===== src/hw/sls_pkg.sv =====
package sls_pkg;

    // serial word framing, request, lock and recovered clock counts
    localparam int unsigned      WORD_BITS   = 12;
    localparam logic [3:0]       BIT_LAST    = 4'hB;
    localparam logic [11:0]      SYNC_WORD   = 12'hFC0;
    localparam logic [10:0]      SYNC_WORDS  = 11'h402;
    localparam logic [2:0]       REQ_EDGES   = 3'h7;
    localparam logic [2:0]       TX_INIT_EDGES = 3'h4;
    localparam logic [2:0]       LOCK_WORDS  = 3'h4;
    localparam logic [1:0]       RMT_WORDS   = 2'h2;
    localparam logic [2:0]       RCLK_HIGH   = 3'h6;

    // synchronised pin positions
    localparam int unsigned      PIN_WCLK    = 5;
    localparam int unsigned      PIN_REQ_A   = 4;
    localparam int unsigned      PIN_REQ_B   = 3;
    localparam int unsigned      PIN_TX_EN   = 2;
    localparam int unsigned      PIN_RX_EN   = 1;
    localparam int unsigned      PIN_SER     = 0;
    localparam int unsigned      PIN_COUNT   = 6;

    typedef struct packed {
        logic        wclk_prev;
        logic [2:0]  init_cnt;
        logic        ready;
        logic [2:0]  req_cnt;
        logic        pend;
        logic        sync;
        logic [10:0] burst;
        logic [3:0]  bit_cnt;
        logic [11:0] shreg;
    } sls_tx_state_t;

    typedef struct packed {
        logic        prev;
        logic [3:0]  bit_cnt;
        logic [11:0] shreg;
        logic [3:0]  rises;
        logic [1:0]  rmt_cnt;
        logic        have_cand;
        logic [3:0]  cand;
        logic [2:0]  hit;
        logic [2:0]  miss;
        logic        locked;
        logic [9:0]  data;
        logic        rclk;
        logic [2:0]  rclk_cnt;
    } sls_rx_state_t;

    typedef struct packed {
        sls_tx_state_t tx;
        sls_rx_state_t rx;
    } sls_state_t;

    localparam sls_state_t STATE_RST = '0;

endpackage


===== src/hw/sls_sync_request_b.sv =====
`timescale 1ns/10ps
`default_nettype none

module sls_sync_request_b #(
    parameter int unsigned W = 1
) (
    // clock and reset
    input  wire logic         ref_clk_i,
    input  wire logic         sys_rst_i,
    // pins
    input  wire logic [W-1:0] async_i,
    output logic      [W-1:0] sync_o
);

    logic [W-1:0] meta_reg;
    logic [W-1:0] sync_reg;

    // first stage feeds only the second stage
    always_ff @(posedge ref_clk_i) begin
        if (sys_rst_i) begin
            meta_reg <= '0;
            sync_reg <= '0;
        end else begin
            meta_reg <= async_i;
            sync_reg <= meta_reg;
        end
    end

    assign sync_o = sync_reg;

endmodule

`default_nettype wire


===== src/hw/sls_link_sync.sv =====
// Function
// - request held over 7 word clocks sends exactly 1026 sync words.
// - sync word is six ones then six zeros.
// - lock indicator stays high while still acquiring.
// - when locked, parallel outputs carry recovered words.
// - receiver locks on random data, starting at input transitions.
// - detect more than one rising edge per word over two words running.
// - repetitive pattern keeps lock indicator high until pattern changes.
// - lock after boundary found at same position four words running.
// - boundary missing four words running drops lock, hunting restarts.
// - once locked, repetitive data does not disturb lock.
// - unlocked receiver floats data outputs and recovered word clock.
// - serial output floats until the word clock is acquired.
// - enable-low floats outputs while lock is kept.
// - each word framed by high start bit and low stop bit.
// - twelve bits per word, ten data plus two framing.
// - parallel inputs ignored while a sync burst runs.
`timescale 1ns/10ps
`default_nettype none

module sls_link_sync (
    // clock and reset
    input  wire logic       ref_clk_i,
    input  wire logic       sys_rst_i,
    // transmit side pins
    input  wire logic       transmit_word_clock_i,
    input  wire logic       sync_request_a_i,
    input  wire logic       sync_request_b_i,
    input  wire logic       tx_enable_i,
    input  wire logic [9:0] tx_data_i,
    output logic            tx_serial_o,
    output logic            tx_serial_oe_o,
    output logic            tx_sync_active_o,
    // receive side pins
    input  wire logic       rx_enable_i,
    input  wire logic       rx_serial_i,
    output logic            lock_n_o,
    output logic [9:0]      rx_data_o,
    output logic            rx_data_oe_o,
    output logic            rx_word_clock_o,
    output logic            rx_word_clock_oe_o
);

    sls_pkg::sls_state_t st_reg;
    sls_pkg::sls_state_t st_next;
    logic [sls_pkg::PIN_COUNT-1:0] pins;
    logic                          wrise;
    logic                          req;
    logic                          rise;
    logic [3:0]                    word_rises;
    logic                          repetitive_multi_transition;

    sls_sync_request_b #(
        .W (sls_pkg::PIN_COUNT)
    ) u_sync (
        .ref_clk_i (ref_clk_i),
        .sys_rst_i (sys_rst_i),
        .async_i   ({transmit_word_clock_i, sync_request_a_i,
                     sync_request_b_i, tx_enable_i, rx_enable_i,
                     rx_serial_i}),
        .sync_o    (pins)
    );

    always_comb begin
        st_next    = st_reg;
        wrise      = pins[sls_pkg::PIN_WCLK] & ~st_reg.tx.wclk_prev;
        req        = pins[sls_pkg::PIN_REQ_A] | pins[sls_pkg::PIN_REQ_B];
        rise       = pins[sls_pkg::PIN_SER] & ~st_reg.rx.prev;
        word_rises = st_reg.rx.rises + {3'h0, rise};
        repetitive_multi_transition        = (st_reg.rx.rmt_cnt == sls_pkg::RMT_WORDS);

        // transmit: word clock acquisition before driving the line
        st_next.tx.wclk_prev = pins[sls_pkg::PIN_WCLK];
        if (!st_reg.tx.ready && wrise) begin
            st_next.tx.init_cnt = st_reg.tx.init_cnt + 3'h1;
            if (st_reg.tx.init_cnt == sls_pkg::TX_INIT_EDGES - 3'h1) begin
                st_next.tx.ready = 1'b1;
            end
        end

        // transmit: one bit per clock, reload after the last bit
        st_next.tx.shreg = {st_reg.tx.shreg[10:0], 1'b0};
        if (st_reg.tx.bit_cnt == sls_pkg::BIT_LAST) begin
            st_next.tx.bit_cnt = 4'h0;
            if (st_reg.tx.pend || st_reg.tx.burst != 11'h000) begin
                st_next.tx.shreg = sls_pkg::SYNC_WORD;
                st_next.tx.sync  = 1'b1;
                st_next.tx.pend  = 1'b0;
                st_next.tx.burst = st_reg.tx.pend ?
                    sls_pkg::SYNC_WORDS - 11'h001 :
                    st_reg.tx.burst - 11'h001;
            end else begin
                st_next.tx.shreg = {1'b1, tx_data_i, 1'b0};
                st_next.tx.sync  = 1'b0;
            end
        end else begin
            st_next.tx.bit_cnt = st_reg.tx.bit_cnt + 4'h1;
        end

        // request counted in word clocks; re-arms so a held request
        // (lock tied back) keeps bursting
        if (!req) begin
            st_next.tx.req_cnt = 3'h0;
        end else if (wrise) begin
            if (st_reg.tx.req_cnt == sls_pkg::REQ_EDGES - 3'h1) begin
                st_next.tx.req_cnt = 3'h0;
                st_next.tx.pend    = 1'b1;
            end else begin
                st_next.tx.req_cnt = st_reg.tx.req_cnt + 3'h1;
            end
        end

        // receive: sample one bit per clock
        st_next.rx.prev  = pins[sls_pkg::PIN_SER];
        st_next.rx.shreg = {st_reg.rx.shreg[10:0], pins[sls_pkg::PIN_SER]};
        if (st_reg.rx.bit_cnt == sls_pkg::BIT_LAST) begin
            st_next.rx.bit_cnt = 4'h0;
            st_next.rx.rises   = 4'h0;
            if (word_rises > 4'h1) begin
                if (!repetitive_multi_transition) begin
                    st_next.rx.rmt_cnt = st_reg.rx.rmt_cnt + 2'h1;
                end
            end else begin
                st_next.rx.rmt_cnt = 2'h0;
            end
        end else begin
            st_next.rx.bit_cnt = st_reg.rx.bit_cnt + 4'h1;
            st_next.rx.rises   = word_rises;
        end

        // receive: boundary hunt and lock tracking
        if (!st_reg.rx.locked) begin
            if (!st_reg.rx.have_cand) begin
                if (rise) begin
                    st_next.rx.have_cand = 1'b1;
                    st_next.rx.cand      = st_reg.rx.bit_cnt;
                    st_next.rx.hit       = 3'h1;
                end
            end else if (st_reg.rx.bit_cnt == st_reg.rx.cand) begin
                if (!rise) begin
                    st_next.rx.have_cand = 1'b0;
                    st_next.rx.hit       = 3'h0;
                end else if (st_reg.rx.hit == sls_pkg::LOCK_WORDS - 3'h1) begin
                    // hit count parks here while the pattern repeats
                    if (!repetitive_multi_transition) begin
                        st_next.rx.locked = 1'b1;
                        st_next.rx.miss   = 3'h0;
                    end
                end else begin
                    st_next.rx.hit = st_reg.rx.hit + 3'h1;
                end
            end
        end else if (st_reg.rx.bit_cnt == st_reg.rx.cand) begin
            // repetitive data ignored here
            if (rise) begin
                st_next.rx.miss = 3'h0;
            end else if (st_reg.rx.miss == sls_pkg::LOCK_WORDS - 3'h1) begin
                st_next.rx.locked    = 1'b0;
                st_next.rx.have_cand = 1'b0;
                st_next.rx.hit       = 3'h0;
            end else begin
                st_next.rx.miss = st_reg.rx.miss + 3'h1;
            end
        end

        // word captured on every boundary; outputs gated by lock
        if (st_reg.rx.have_cand && rise &&
            st_reg.rx.bit_cnt == st_reg.rx.cand) begin
            st_next.rx.data     = st_reg.rx.shreg[10:1];
            st_next.rx.rclk     = 1'b1;
            st_next.rx.rclk_cnt = 3'h0;
        end else if (st_reg.rx.rclk) begin
            if (st_reg.rx.rclk_cnt == sls_pkg::RCLK_HIGH - 3'h1) begin
                st_next.rx.rclk = 1'b0;
            end else begin
                st_next.rx.rclk_cnt = st_reg.rx.rclk_cnt + 3'h1;
            end
        end
    end

    always_ff @(posedge ref_clk_i) begin
        if (sys_rst_i) begin
            st_reg <= sls_pkg::STATE_RST;
        end else begin
            st_reg <= st_next;
        end
    end

    assign tx_serial_o        = st_reg.tx.shreg[11];
    assign tx_serial_oe_o     = st_reg.tx.ready & pins[sls_pkg::PIN_TX_EN];
    assign tx_sync_active_o   = st_reg.tx.sync;
    assign lock_n_o           = ~st_reg.rx.locked;
    assign rx_data_o          = st_reg.rx.data;
    // enable low floats outputs but lock state survives
    assign rx_data_oe_o       = st_reg.rx.locked &
                                pins[sls_pkg::PIN_RX_EN];
    assign rx_word_clock_o    = st_reg.rx.rclk;
    assign rx_word_clock_oe_o = rx_data_oe_o;
endmodule

`default_nettype wire


===== config.mk =====
export PLATFORM = sky130hd
export DESIGN_NAME = sls_link_sync
export DESIGN_NICKNAME = d
export VERILOG_FILES = /design/src/hw/sls_pkg.sv /design/src/hw/sls_sync_request_b.sv /design/src/hw/sls_link_sync.sv
export SDC_FILE = /design/constraint.sdc
export NUM_CORES = 1
export LEC_CHECK = 0
export ABC_AREA = 0
export CAP_MARGIN = 20
export CORE_MARGIN = 5
export CORE_UTILIZATION = 56
export CTS_CLUSTER_SIZE = 30
export DETAILED_ROUTE_END_ITERATION = 6
export DONT_BUFFER_PORTS = 1
export PLACE_DENSITY_LB_ADDON = 0.05
export SLEW_MARGIN = 5
export SYNTH_ARGS = -nofsm -noshare
export SYNTH_HDL_FRONTEND = slang
export SYNTH_SLANG_ARGS = --single-unit

===== constraint.sdc =====
create_clock -name ref_clk_i -period 1.7 [get_ports ref_clk_i]
set_input_delay 0.255 -clock ref_clk_i [delete_from_list [all_inputs] [get_ports ref_clk_i]]
set_output_delay 0.255 -clock ref_clk_i [all_outputs]
set_load 0.01 [all_outputs]

* Word-level counts from Yosys, hierarchy flattened *
Index checks and enable logic that the tools add are counted.

operators by class
  reductions and logical operators = 23
  bitwise gates (word level) = 12
  eq/ne operators = 17
  magnitude comparators = 1
  $add $sub $neg = 10
  mux-type cells = 41

operators by type and width
  kind                     number
  $mux W11                 3
  $mux W3                  9
  $mux W4                  6
  $mux W7                  3
  $add A3 B1 Y3 const B    5
  $mux W1                  15
  $mux W13                 1
  $mux W12                 1
  $reduce_and A6 Y1        2
  $reduce_bool A11 Y1      1
  $sub A11 B1 Y11 const B  1
  $reduce_or A2 Y1         5
  $eq A3 B2 Y1 const B     3
  $add A4 B1 Y4 const B    2
  $eq A4 B4 Y1 const B     2
  $mux W8                  1
  $ne A2 B2 Y1 const B     4
  $reduce_and A2 Y1        4
  $not A1 Y1               7
  $eq A3 B3 Y1 const B     2
  $ne A2 B1 Y1 const B     3
  $reduce_and A3 Y1        2
  $reduce_bool A2 Y1       3
  $add A4 B1 Y4            1
  other kinds (12)         18

word-level totals
  bits of input ports = 18
  flip-flop bits (word level) = 97
  logic and storage cells = 129

* Longest topological paths before layout *
Gate-level depths: netlist of run 1.

  depth in word-level cells = 7
  gate-level depth with buffers = 8
  gate-level depth less buffers = 8

* Cells and area by module *
A second synthesis of run 1 with hierarchy kept.

unflattened totals
  cells, all modules = 391
  area, all modules = 3832.4 µm²

by module, submodules not included
  module              cells each  area an instance (µm²)  times used  sequential area each (µm²)
  sls_link_sync       366         3465.8                  1           1661.6
  sls_sync_request_b  25          366.6                   1           240.2

* Least setup slack after synthesis of run 1 *
Ideal clock, no wire load.

  path type = register to register
  start point = register st_reg[18] in the netlist's numbering
  end point = register st_reg[18] in the netlist's numbering
  stages on the path, launching flop included = 8
  arrival time = 1.463 ns
  path slack = 0.104 ns
  library setup time = 0.133 ns
  required time = 1.567 ns
  path through = dfxtp_1 ha_1 ha_1 a21oi_1 nor2_1 a2111oi_4 nand2b_1 a21oi_1

between the ends
  cells in the longest elaborated chain, start to end = 6
  elaborated cells on any way between the ends = 9

RTL lines
  element                   line                  RTL
  start: declaration        sls_link_sync.sv:44   sls_pkg::sls_state_t st_reg;
  start signal: assignment  sls_link_sync.sv:183  st_reg <= sls_pkg::STATE_RST;
  start signal: assignment  sls_link_sync.sv:185  st_reg <= st_next;
  $add A3 B1 Y3             sls_link_sync.sv:150  st_next.rx.hit = st_reg.rx.hit + 3'h1;
  $mux W3                   sls_link_sync.sv:143  end else if (st_reg.rx.hit == sls_pkg::LOCK_WORDS - 3'h1) begin
  $mux W3                   sls_link_sync.sv:140  if (!rise) begin
  $mux W7                   sls_link_sync.sv:139  end else if (st_reg.rx.bit_cnt == st_reg.rx.cand) begin
  $mux W3                   sls_link_sync.sv:133  if (!st_reg.rx.have_cand) begin
  $mux W7                   sls_link_sync.sv:132  if (!st_reg.rx.locked) begin

Parallel ways exist; a longest one is shown, timed or not. The select of a mux whose other input is x is not followed.
A chain may end at the register's enable or synchronous reset.

* Worst setup path after layout of run 1 *
  start point = register st_reg[66] in the netlist's numbering
  end point = register st_reg[71] in the netlist's numbering

between the ends
  cells in the longest elaborated chain, start to end = 3
  elaborated cells on any way between the ends = 5

RTL lines
  element
  branches (longest 3 deep; another with $sub A11 B1 Y11)

Parallel ways; which one is timed is not known.

==> results of run 1 <==
cell type report:
type                            count  area [um^2]  area share
Timing Repair Buffer               23        215.2     0.04957
Inverter                           11        41.29    0.009510
Clock inverter                      4        51.30     0.01182
Tap cell                           80        100.1     0.02305
Clock buffer                       12        165.2     0.03804
Sequential cell                    95         1908      0.4395
Multi-Input combinational cell    268         1861      0.4285
stage by stage:
stage               utilization  setup slack, ps  hold slack, ps  instances
floorplan                     -            104.3           383.2        396
finish                   0.6462            67.43           9.213        493
global route             0.6462           -25.39           13.17        493
CTS                      0.6292            31.29           5.983        490
detailed placement       0.5860           -46.36           335.2        469
global placement         0.5860            32.87           332.5        469
power breakdown:
part           internal (W)  total (W)  switching, W
combinational     0.0000787   0.000169     0.0000898
sequential          0.00226    0.00229     0.0000269
clock              0.000804    0.00156      0.000751
total               0.00314    0.00401      0.000868
logic make-up after synthesis:
kind of cell | after synthesis
muxes | 17
AOI/OAI and AO/OA | 45
xor gates and xnor gates | 19
buffers and inverters | 33
adders and majority gates | 15
DFF | 95
and+or+nand+nor | 172
cells in the final DEF, fill, tap and decap left out, types with 3 or more instances in the layout:
master,Yosys,layout
a211oi_1,3,3
a21oi_1,16,14
a22oi_1,6,6
and2_1,7,7
buf_4,11,17
clkbuf_8,0,12
dfxtp_1,95,90
dfxtp_2,0,5
dlygate4sd3_1,0,4
ha_1,15,12
ha_4,0,3
inv_1,10,9
mux2i_1,16,16
nand2_1,12,12
nand2b_1,5,4
nand3_1,7,7
nand3b_1,3,3
nand4_1,4,4
nand4b_1,3,3
nor2_1,67,65
nor2b_1,27,27
nor3_1,19,19
nor3b_1,4,4
o21ai_0,6,6
o31ai_1,4,4
xnor2_1,9,8
xnor2_2,3,4
xor2_1,7,7
routing by layer:
metal | track usage | routed length [um] | vias to the layer above
met5 | 0 | 0 | -
met1 | 0.1992 | 3166 | 1197
met2 | 0.2615 | 2951 | 38
met4 | 0.06960 | 114 | 0
li1 | - | - | 1354
met3 | 0.03656 | 248 | 9
worst max-delay path by stage:
| stage | startpoint | to | slack [ps] | cells after the start |
|---|---|---|---|---|
| after detailed placement | st_reg[66]$_SDFFE_PP0P_ | st_reg[54]$_SDFF_PP0_ | -50 | 7 |
| after floorplan | st_reg[18]$_SDFFE_PP0P_ | st_reg[18]$_SDFFE_PP0P_ | 100 | 7 |
| after global routing | st_reg[66]$_SDFFE_PP0P_ | st_reg[54]$_SDFF_PP0_ | -30 | 7 |
| final | st_reg[66]$_SDFFE_PP0P_ | st_reg[71]$_SDFFE_PP0P_ | 70 | 6 |
| after CTS | st_reg[66]$_SDFFE_PP0P_ | st_reg[71]$_SDFFE_PP0P_ | 30 | 6 |
| after global placement | st_reg[66]$_SDFFE_PP0P_ | st_reg[54]$_SDFF_PP0_ | 30 | 7 |
worst max-delay path: cells and delay by family (launching register included):
family / cells / cell delay, ps
and+or+nand+nor: 2 / 480
DFF: 1 / 330
adders and majority gates: 1 / 190
AOI/OAI and AO/OA: 2 / 480
buffers and inverters: 1 / 90
repair_timing:
action	CTS	global route
pin swaps	1	8
hold buffers	5	0
hold endpoints to repair	72	0
setup buffers	0	3
setup endpoints to repair	11	17
resized for setup	1	21
==> flow_metrics.env, run 1 <==
export IMPL_ant_nets=0
export IMPL_grt_pass1_wl_um=10980
export IMPL_period_minus_slack_ps=1633
export IMPL_maxCapViolations=0
export IMPL_cts_tree="yes"
export IMPL_die_h_um=92.85
export IMPL_vias_per_cell=5.270
export IMPL_hold_path_class="input port to register"
export IMPL_muxShareOfSynthArea=0.04460
export IMPL_final_area_mm2=0.004342
export IMPL_antenna_found_initial=0
export IMPL_hpwlAfterDp_um=4133
export IMPL_io_pins=35
export IMPL_yosysWarnings=0
export IMPL_slew_limit_headroom=0.6638
export IMPL_synth_cells=396
export IMPL_setup_tns_ps=0
export IMPL_crit_path_end_kind="register"
export IMPL_ys_seq_elements=95
export IMPL_reg2reg_to="st_reg[71]$_SDFFE_PP0P_"
export IMPL_critPathArrivalTime_ps=1920
export IMPL_yosysUniqueCellTypes=48
export IMPL_max_stage_delay_ps=350
export IMPL_total_power_w=0.004011
export IMPL_clk_pin_slew_worst_paths_ps=90
export IMPL_yosysTopAreaCellShare=0.4948
export IMPL_cp_start_kind="register"
export IMPL_first_pass_iters=4
export IMPL_power_per_cell_area_mw_per_mm2=923.8
export IMPL_yosys_area_share_adder=0.04883
export IMPL_path_cells="inv_1 > ha_1 > nand4b_1 > a211o_1 > or3_1 > a21oi_2"
export IMPL_fillers=558
export IMPL_numCtsBuffers=9
export IMPL_reg2reg_depth=6
export IMPL_htree_levels=3
export IMPL_ys_seq_area_frac=0.4948
export IMPL_yosysMostFrequentCell="dfxtp_1"
export IMPL_fmax_mhz=612.5
export IMPL_n_antenna_cell=0
export IMPL_nets=441
export IMPL_fp_dieW_um=92.85
export IMPL_io_buffers=0
export IMPL_final_hold_viol_count=0
export IMPL_first_iter_violations=58
export IMPL_coreArea_mm2=0.006719
export IMPL_finalWirelength_um=6481
export IMPL_tightest_slew_ps=499.6
export IMPL_dr_total_vias=2598
export IMPL_overflow=0
export IMPL_drc_errors=0
export IMPL_p_leak_nw=1.598
export IMPL_root_buffer="clkbuf_8"
export IMPL_worstPathRequired_ps=1990
export IMPL_synth_top_cell_by_area="dfxtp_1"
export IMPL_hold_depth=1
export IMPL_syn_cell_area_mm2=0.003844
export IMPL_hp_start="sys_rst_i"
export IMPL_reg2reg_slack_ps=70
export IMPL_synth_top_family_by_area="simple AND/OR/NAND/NOR gates"
export IMPL_place_area_mm2=0.003938
export IMPL_critPathMaxFanout=4
export IMPL_largest_reg_flops=59
export IMPL_worst_skew_pair_late_latency_ps=350
export IMPL_syn_avg_cell_area_um2=9.706
export IMPL_synth_compound_area_frac=0.07845
export IMPL_slowest_stage="a211o_1"
export IMPL_ys_async_sr_fraction=0
export IMPL_grt_max_degree=70
export IMPL_peakVddDrop_mv=0.6847
export IMPL_cts_sinks=95
export IMPL_drv_slew=0
export IMPL_setup_viol=0
export IMPL_track_usage=0.1591
export IMPL_fp_row_count=30
export IMPL_clk_path_buf_depth=2
export IMPL_drive_gt1_frac=0.1525
export IMPL_outcome="complete, no violations"
export IMPL_grt_pass1_vias=2455
export IMPL_synth_area_leaders="dfxtp_1, nor2_1, ha_1, nor2b_1, mux2i_1"
export IMPL_synth_edf_count=0
export IMPL_area_growth_synth_to_final_pct=12.96
export IMPL_synth_top_cells_by_count="dfxtp_1, nor2_1, nor2b_1, nor3_1"
export IMPL_syn_nets=429
export IMPL_min_period_over_period=0.9603
export IMPL_clock_skew_ps=8.934
export IMPL_whs_endpoint="st_reg[66]$_SDFFE_PP0P_"
export IMPL_synth_xor_area_share=0.04915
export IMPL_wl_per_cell_um=13.15
export IMPL_dieArea_mm2=0.008620
export IMPL_synth_simple_area_share=0.2393
export IMPL_r2r_start="st_reg[66]$_SDFFE_PP0P_"
export IMPL_finalWeightedCongestion=0.8012
export IMPL_initial_core_util=0.5721
export IMPL_synthFlopType="dfxtp_1"
export IMPL_path_class="register to register"
Power figures use the tool's default switching activity.
==> run 2, diff against run 1 <==
--- a/config.mk
+++ b/config.mk
@@ -7,8 +7,10 @@
 export LEC_CHECK = 0
 export ABC_AREA = 0
 export CAP_MARGIN = 20
+export CELL_PAD_IN_SITES_DETAIL_PLACEMENT = 0
+export CELL_PAD_IN_SITES_GLOBAL_PLACEMENT = 1
 export CORE_MARGIN = 5
-export CORE_UTILIZATION = 56
+export CORE_UTILIZATION = 44
 export CTS_CLUSTER_SIZE = 30
 export DETAILED_ROUTE_END_ITERATION = 6
 export DONT_BUFFER_PORTS = 1
==> flow_metrics.env, run 2 (synthesis gave the netlist of run 1 again) <==
export IMPL_finalWirelength_um=6875
export IMPL_hold_path_class="input port to register"
export IMPL_io_buffers=0
export IMPL_r2r_start="st_reg[19]$_SDFFE_PP0P_"
export IMPL_power_per_cell_area_mw_per_mm2=897.9
export IMPL_vias_per_cell=5.036
export IMPL_final_cell_mix="dfxtp_1, nor2_1, nor2b_1"
export IMPL_final_area_mm2=0.004385
export IMPL_path_class="register to register"
export IMPL_hpwlAfterDp_um=4429
export IMPL_wl_per_cell_um=13.05
export IMPL_coreArea_mm2=0.008636
export IMPL_drc_errors=0
export IMPL_place_area_mm2=0.004010
export IMPL_first_pass_iters=4
export IMPL_reg2reg_slack_ps=40
export IMPL_period_minus_slack_ps=1659
export IMPL_finalWeightedCongestion=0.7498
export IMPL_io_pins=35
export IMPL_numCtsBuffers=9
export IMPL_critPathArrivalTime_ps=1960
export IMPL_reg2reg_to="st_reg[19]$_SDFFE_PP0P_"
export IMPL_worstPathRequired_ps=2000
export IMPL_area_growth_synth_to_final_pct=14.10
export IMPL_reg2reg_depth=7
export IMPL_p_leak_nw=1.612
export IMPL_grt_max_degree=70
export IMPL_n_antenna_cell=0
export IMPL_clock_skew_ps=11.51
export IMPL_final_util=0.5078
export IMPL_root_buffer="clkbuf_8"
export IMPL_fp_row_count=34
export IMPL_worst_skew_pair_late_latency_ps=360
export IMPL_cp_start_kind="register"
export IMPL_slew_limit_headroom=0.7276
export IMPL_htree_levels=3
export IMPL_setup_viol=0
export IMPL_maxCapViolations=0
export IMPL_grt_pass1_wl_um=11390
export IMPL_track_usage=0.1360
export IMPL_rsz0062_at_grt="yes"
export IMPL_layout_commonest_cell="dfxtp_1"
export IMPL_peakVddDrop_mv=0.5100
export IMPL_fp_dieW_um=103.5
export IMPL_nets=447
export IMPL_outcome="complete, no violations"
export IMPL_die_h_um=103.5
export IMPL_antenna_found_initial=0
export IMPL_tightest_slew_ps=408.6
export IMPL_whs_endpoint="u_sync.meta_reg[2]$_SDFF_PP0_"
export IMPL_clk_path_buf_depth=2
export IMPL_min_period_over_period=0.9758
export IMPL_final_hold_viol_count=0
export IMPL_crit_path_end_kind="register"
export IMPL_hold_depth=1
export IMPL_ant_nets=0
export IMPL_first_iter_violations=84
export IMPL_cts_sinks=95
export IMPL_critPathMaxFanout=6
export IMPL_dieArea_mm2=0.01071
export IMPL_largest_reg_flops=59
export IMPL_initial_core_util=0.4451
export IMPL_grt_pass1_vias=2462
export IMPL_drive_gt1_frac=0.1527
export IMPL_fmax_mhz=602.8
export IMPL_overflow=0
export IMPL_clk_pin_slew_worst_paths_ps=100
export IMPL_hp_start="tx_enable_i"
export IMPL_dr_total_vias=2654
export IMPL_cts_tree="yes"
export IMPL_drv_slew=0
## run 2: cell count changes in the layout (fill, tap and decap cells not counted), sizes merged
cell         change
inv              +2
clkinv           -1
dlygate4sd3      +1
clkinvlp         +1
buf              +5
clkbuf           -2
## run 2: what timing repair did
item | CTS | global route
pin swaps | 1 | 9
setup buffers | 0 | 3
hold endpoints to repair | 74 | 0
endpoints found under the setup margin | 15 | 21
resized for setup | 1 | 17
hold buffers | 6 | 0
## run 2: worst max-delay path by stage
stage | to | cells after the start | slack [ps] | startpoint
6_report | st_reg[19]$_SDFFE_PP0P_ | 7 | 40 | st_reg[19]$_SDFFE_PP0P_
5_1_grt | st_reg[19]$_SDFFE_PP0P_ | 7 | -80 | st_reg[19]$_SDFFE_PP0P_
4_1_cts | st_reg[71]$_SDFFE_PP0P_ | 5 | 30 | st_reg[61]$_SDFF_PP0_
3_5_place_dp | st_reg[54]$_SDFF_PP0_ | 7 | -120 | st_reg[66]$_SDFFE_PP0P_
3_3_place_gp | st_reg[19]$_SDFFE_PP0P_ | 7 | -10 | st_reg[18]$_SDFFE_PP0P_
2_1_floorplan | st_reg[18]$_SDFFE_PP0P_ | 7 | 100 | st_reg[18]$_SDFFE_PP0P_
## run 2: power by group
part	internal [W]	switching (W)	total (W)	leakage, nW
clock network	0.000689	0.000792	0.00148	0.0933
logic	0.0000832	0.0000942	0.000177	0.748
registers	0.00226	0.0000199	0.00228	0.770
total	0.00303	0.000906	0.00394	1.61
## run 2: final cells by class
class	instances	area, um^2
multi-input combinational	268	1848
fill	855	4250
clock buffer	10	127.6
tap	108	135.1
timing repair buffer	29	262.8
inverter	11	41.29
sequential	95	1903
clock inverter	6	67.56
## run 2: routing by layer
metal  share of wire  vias up  global-route usage
met2            0.43       36              0.2064
met3           0.048       12             0.03689
met1            0.49     1234              0.1749
met5               0        -                   0
met4           0.024        0             0.07570
li1                -     1372                   -
## run 2: worst max-delay path, cell delays in order (launching register included)
cell and delay [ps]:
dfxtp_1 350, ha_4 170, ha_4 150, a21oi_2 120, nor2_2 60, a2111oi_4 450
nand4_1 150, a21oi_1 140
## run 2: through the flow
| step | setup TNS (ps) | std cells | hold slack, ps | total power, W | setup slack, ps |
|---|---|---|---|---|---|
| 6_report | 0 | 527 | 24.34 | 0.003938 | 41.20 |
| 3_3_place_gp | -31.28 | 502 | 333.5 | 0.002469 | -14.15 |
| 2_1_floorplan | 0 | 396 | 383.2 | 0.002457 | 104.3 |
| 3_5_place_dp | -656.1 | 502 | 334.3 | 0.002470 | -120.9 |
| 5_1_grt | -137.1 | 527 | 14.33 | 0.004118 | -81.59 |
| 4_1_cts | 0 | 524 | 10.55 | 0.003997 | 30.50 |
==> run 3, diff against run 2 <==
--- a/config.mk
+++ b/config.mk
@@ -10,7 +10,7 @@
 export CELL_PAD_IN_SITES_DETAIL_PLACEMENT = 0
 export CELL_PAD_IN_SITES_GLOBAL_PLACEMENT = 1
 export CORE_MARGIN = 5
-export CORE_UTILIZATION = 44
+export CORE_UTILIZATION = 41
 export CTS_CLUSTER_SIZE = 30
 export DETAILED_ROUTE_END_ITERATION = 6
 export DONT_BUFFER_PORTS = 1
==> flow_metrics.env, run 3 (synthesis gave the netlist of run 1 again) <==
export IMPL_clk_path_buf_depth=2
export IMPL_r2r_start="st_reg[66]$_SDFFE_PP0P_"
export IMPL_critPathArrivalTime_ps=1950
export IMPL_endpoint="st_reg[71]$_SDFFE_PP0P_"
export IMPL_clk_pin_slew_worst_paths_ps=100
export IMPL_maxCapViolations=0
export IMPL_crit_path_start="st_reg[66]$_SDFFE_PP0P_"
export IMPL_area_growth_synth_to_final_pct=16.31
export IMPL_grt_pass1_wl_um=11920
export IMPL_clock_skew_ps=13.62
export IMPL_drive_gt1_frac=0.1816
export IMPL_dieArea_mm2=0.01141
export IMPL_first_pass_iters=4
export IMPL_wl_per_cell_um=13.16
export IMPL_reg2reg_slack_ps=50
export IMPL_power_per_cell_area_mw_per_mm2=870.4
export IMPL_total_power_w=0.003891
export IMPL_critPathMaxFanout=4
export IMPL_cts_sinks=95
export IMPL_hpwlAfterDp_um=4531
export IMPL_htree_levels=3
export IMPL_peakVddDrop_mv=0.6973
export IMPL_initial_core_util=0.4180
export IMPL_worst_skew_pair_late_latency_ps=360
export IMPL_finalWeightedCongestion=0.7481
export IMPL_final_area_mm2=0.004471
export IMPL_placed_cells=506
export IMPL_reg2reg_to="st_reg[71]$_SDFFE_PP0P_"
export IMPL_finalWirelength_um=7042
export IMPL_drv_slew=0
export IMPL_p_leak_nw=1.634
export IMPL_dp_slack_ps=-60.56
export IMPL_hp_start="transmit_word_clock_i"
export IMPL_n_antenna_cell=0
export IMPL_setup_viol=0
export IMPL_tightest_slew_ps=432.2
export IMPL_nets=452
export IMPL_grt_pass1_vias=2545
export IMPL_numCtsBuffers=9
export IMPL_vias_per_cell=4.948
export IMPL_slew_limit_headroom=0.7093
export IMPL_antenna_found_initial=0
export IMPL_root_buffer="clkbuf_8"
export IMPL_seq_power_share=0.586
export IMPL_overflow=0
export IMPL_ant_nets=0
export IMPL_p_switching_w=0.0009718
export IMPL_rsz0062_at_grt="yes"
export IMPL_worstPathRequired_ps=2000
export IMPL_finalWorstSetupSlack_ps=45.29
export IMPL_layout_commonest_cell="dfxtp_1"
export IMPL_cp_start_kind="register"
export IMPL_track_usage=0.1292
export IMPL_setup_tns_ps=0
export IMPL_min_period_over_period=0.9734
export IMPL_place_area_mm2=0.004021
export IMPL_period_minus_slack_ps=1655
export IMPL_cts_tree="yes"
export IMPL_final_hold_viol_count=0
export IMPL_drc_errors=0
export IMPL_pwr_share_comb=0.048
export IMPL_fmax_mhz=604.3
export IMPL_fp_row_count=35
export IMPL_grt_max_degree=71
export IMPL_final_cell_mix="dfxtp_1, nor2_1, nor2b_1"
export IMPL_outcome="complete, no violations"
export IMPL_path_class="register to register"
export IMPL_die_h_um=106.8
export IMPL_swShare=0.2497
export IMPL_hold_depth=1
export IMPL_first_iter_violations=49
export IMPL_coreArea_mm2=0.009196
export IMPL_intPower_w=0.002919
export IMPL_hold_path_class="input port to register"
export IMPL_reg2reg_depth=7
export IMPL_fp_dieW_um=106.8
export IMPL_crit_path_end_kind="register"
export IMPL_p_clk_frac=0.366
export IMPL_dr_total_vias=2647
export IMPL_stdcell_count=535
export IMPL_io_buffers=0
export IMPL_largest_reg_flops=59
export IMPL_io_pins=35
[run 3: changes by cell type in the layout (fill, tap and decap cells not counted), sizes merged]
cell and change:
bufinv -1, clkinvlp -1, inv +2, dlygate4sd3 +2, buf +3
[run 3: worst min path at each step]
stage / endpoint
after CTS: u_sync.meta_reg[3]$_SDFF_PP0_
after global routing: u_sync.meta_reg[5]$_SDFF_PP0_
final: u_sync.meta_reg[5]$_SDFF_PP0_
after global placement: st_reg[25]$_SDFFE_PP0P_
after floorplan: u_sync.meta_reg[0]$_SDFF_PP0_
after detailed placement: u_sync.sync_o[1]$_SDFF_PP0_
[run 3: area by class of cell]
class | instances | area [um^2]
clock buffer | 10 | 127.6
multi-input combinational | 268 | 1881
sequential | 95 | 1912
inverter | 11 | 41.29
timing repair buffer | 34 | 309.0
fill | 897 | 4726
tap | 111 | 138.9
clock inverter | 6 | 61.31
[run 3: metal layers]
layer	GRT usage	share of wire	vias up
li1	-	-	1380
met1	0.1664	0.49	1228
met2	0.2050	0.45	35
met3	0.04636	0.047	4
met4	0.03562	0.0081	0
met5	0	0	-
[run 3: worst max-delay path, cell delays in order, from the launching register on]
cell and delay [ps]:
dfxtp_2 350, inv_2 70, buf_6 100, ha_4 120
nand4b_1 160, a211o_4 330, or3_1 370, a21oi_1 120
[run 3: timing repair]
action | 4_1_cts | 5_1_grt
cloned | 0 | 0
endpoints found under the setup margin | 9 | 18
setup buffers | 0 | 5
hold endpoints to repair | 74 | 2
resized for setup | 1 | 31
hold buffers | 6 | 2
pin swaps | 2 | 14
[run 3: power by group through the flow]
stage,sequential [W],combinational [W],clock (W)
3_3_place_gp,0.00233,0.000140,0
3_5_place_dp,0.00233,0.000142,0
4_1_cts,0.00228,0.000184,0.00149
5_1_grt,0.00229,0.000209,0.00157
2_1_floorplan,0.00233,0.000126,0
6_report,0.00228,0.000187,0.00142
[run 3: metrics by stage]
stage | utilization | hold WS (ps)
after floorplan | - | 383.2
after global placement | 0.4373 | 331.6
after detailed placement | 0.4373 | 335.7
after CTS | 0.4669 | 1.471
after global routing | 0.4861 | 3.347
final | 0.4861 | 21.51
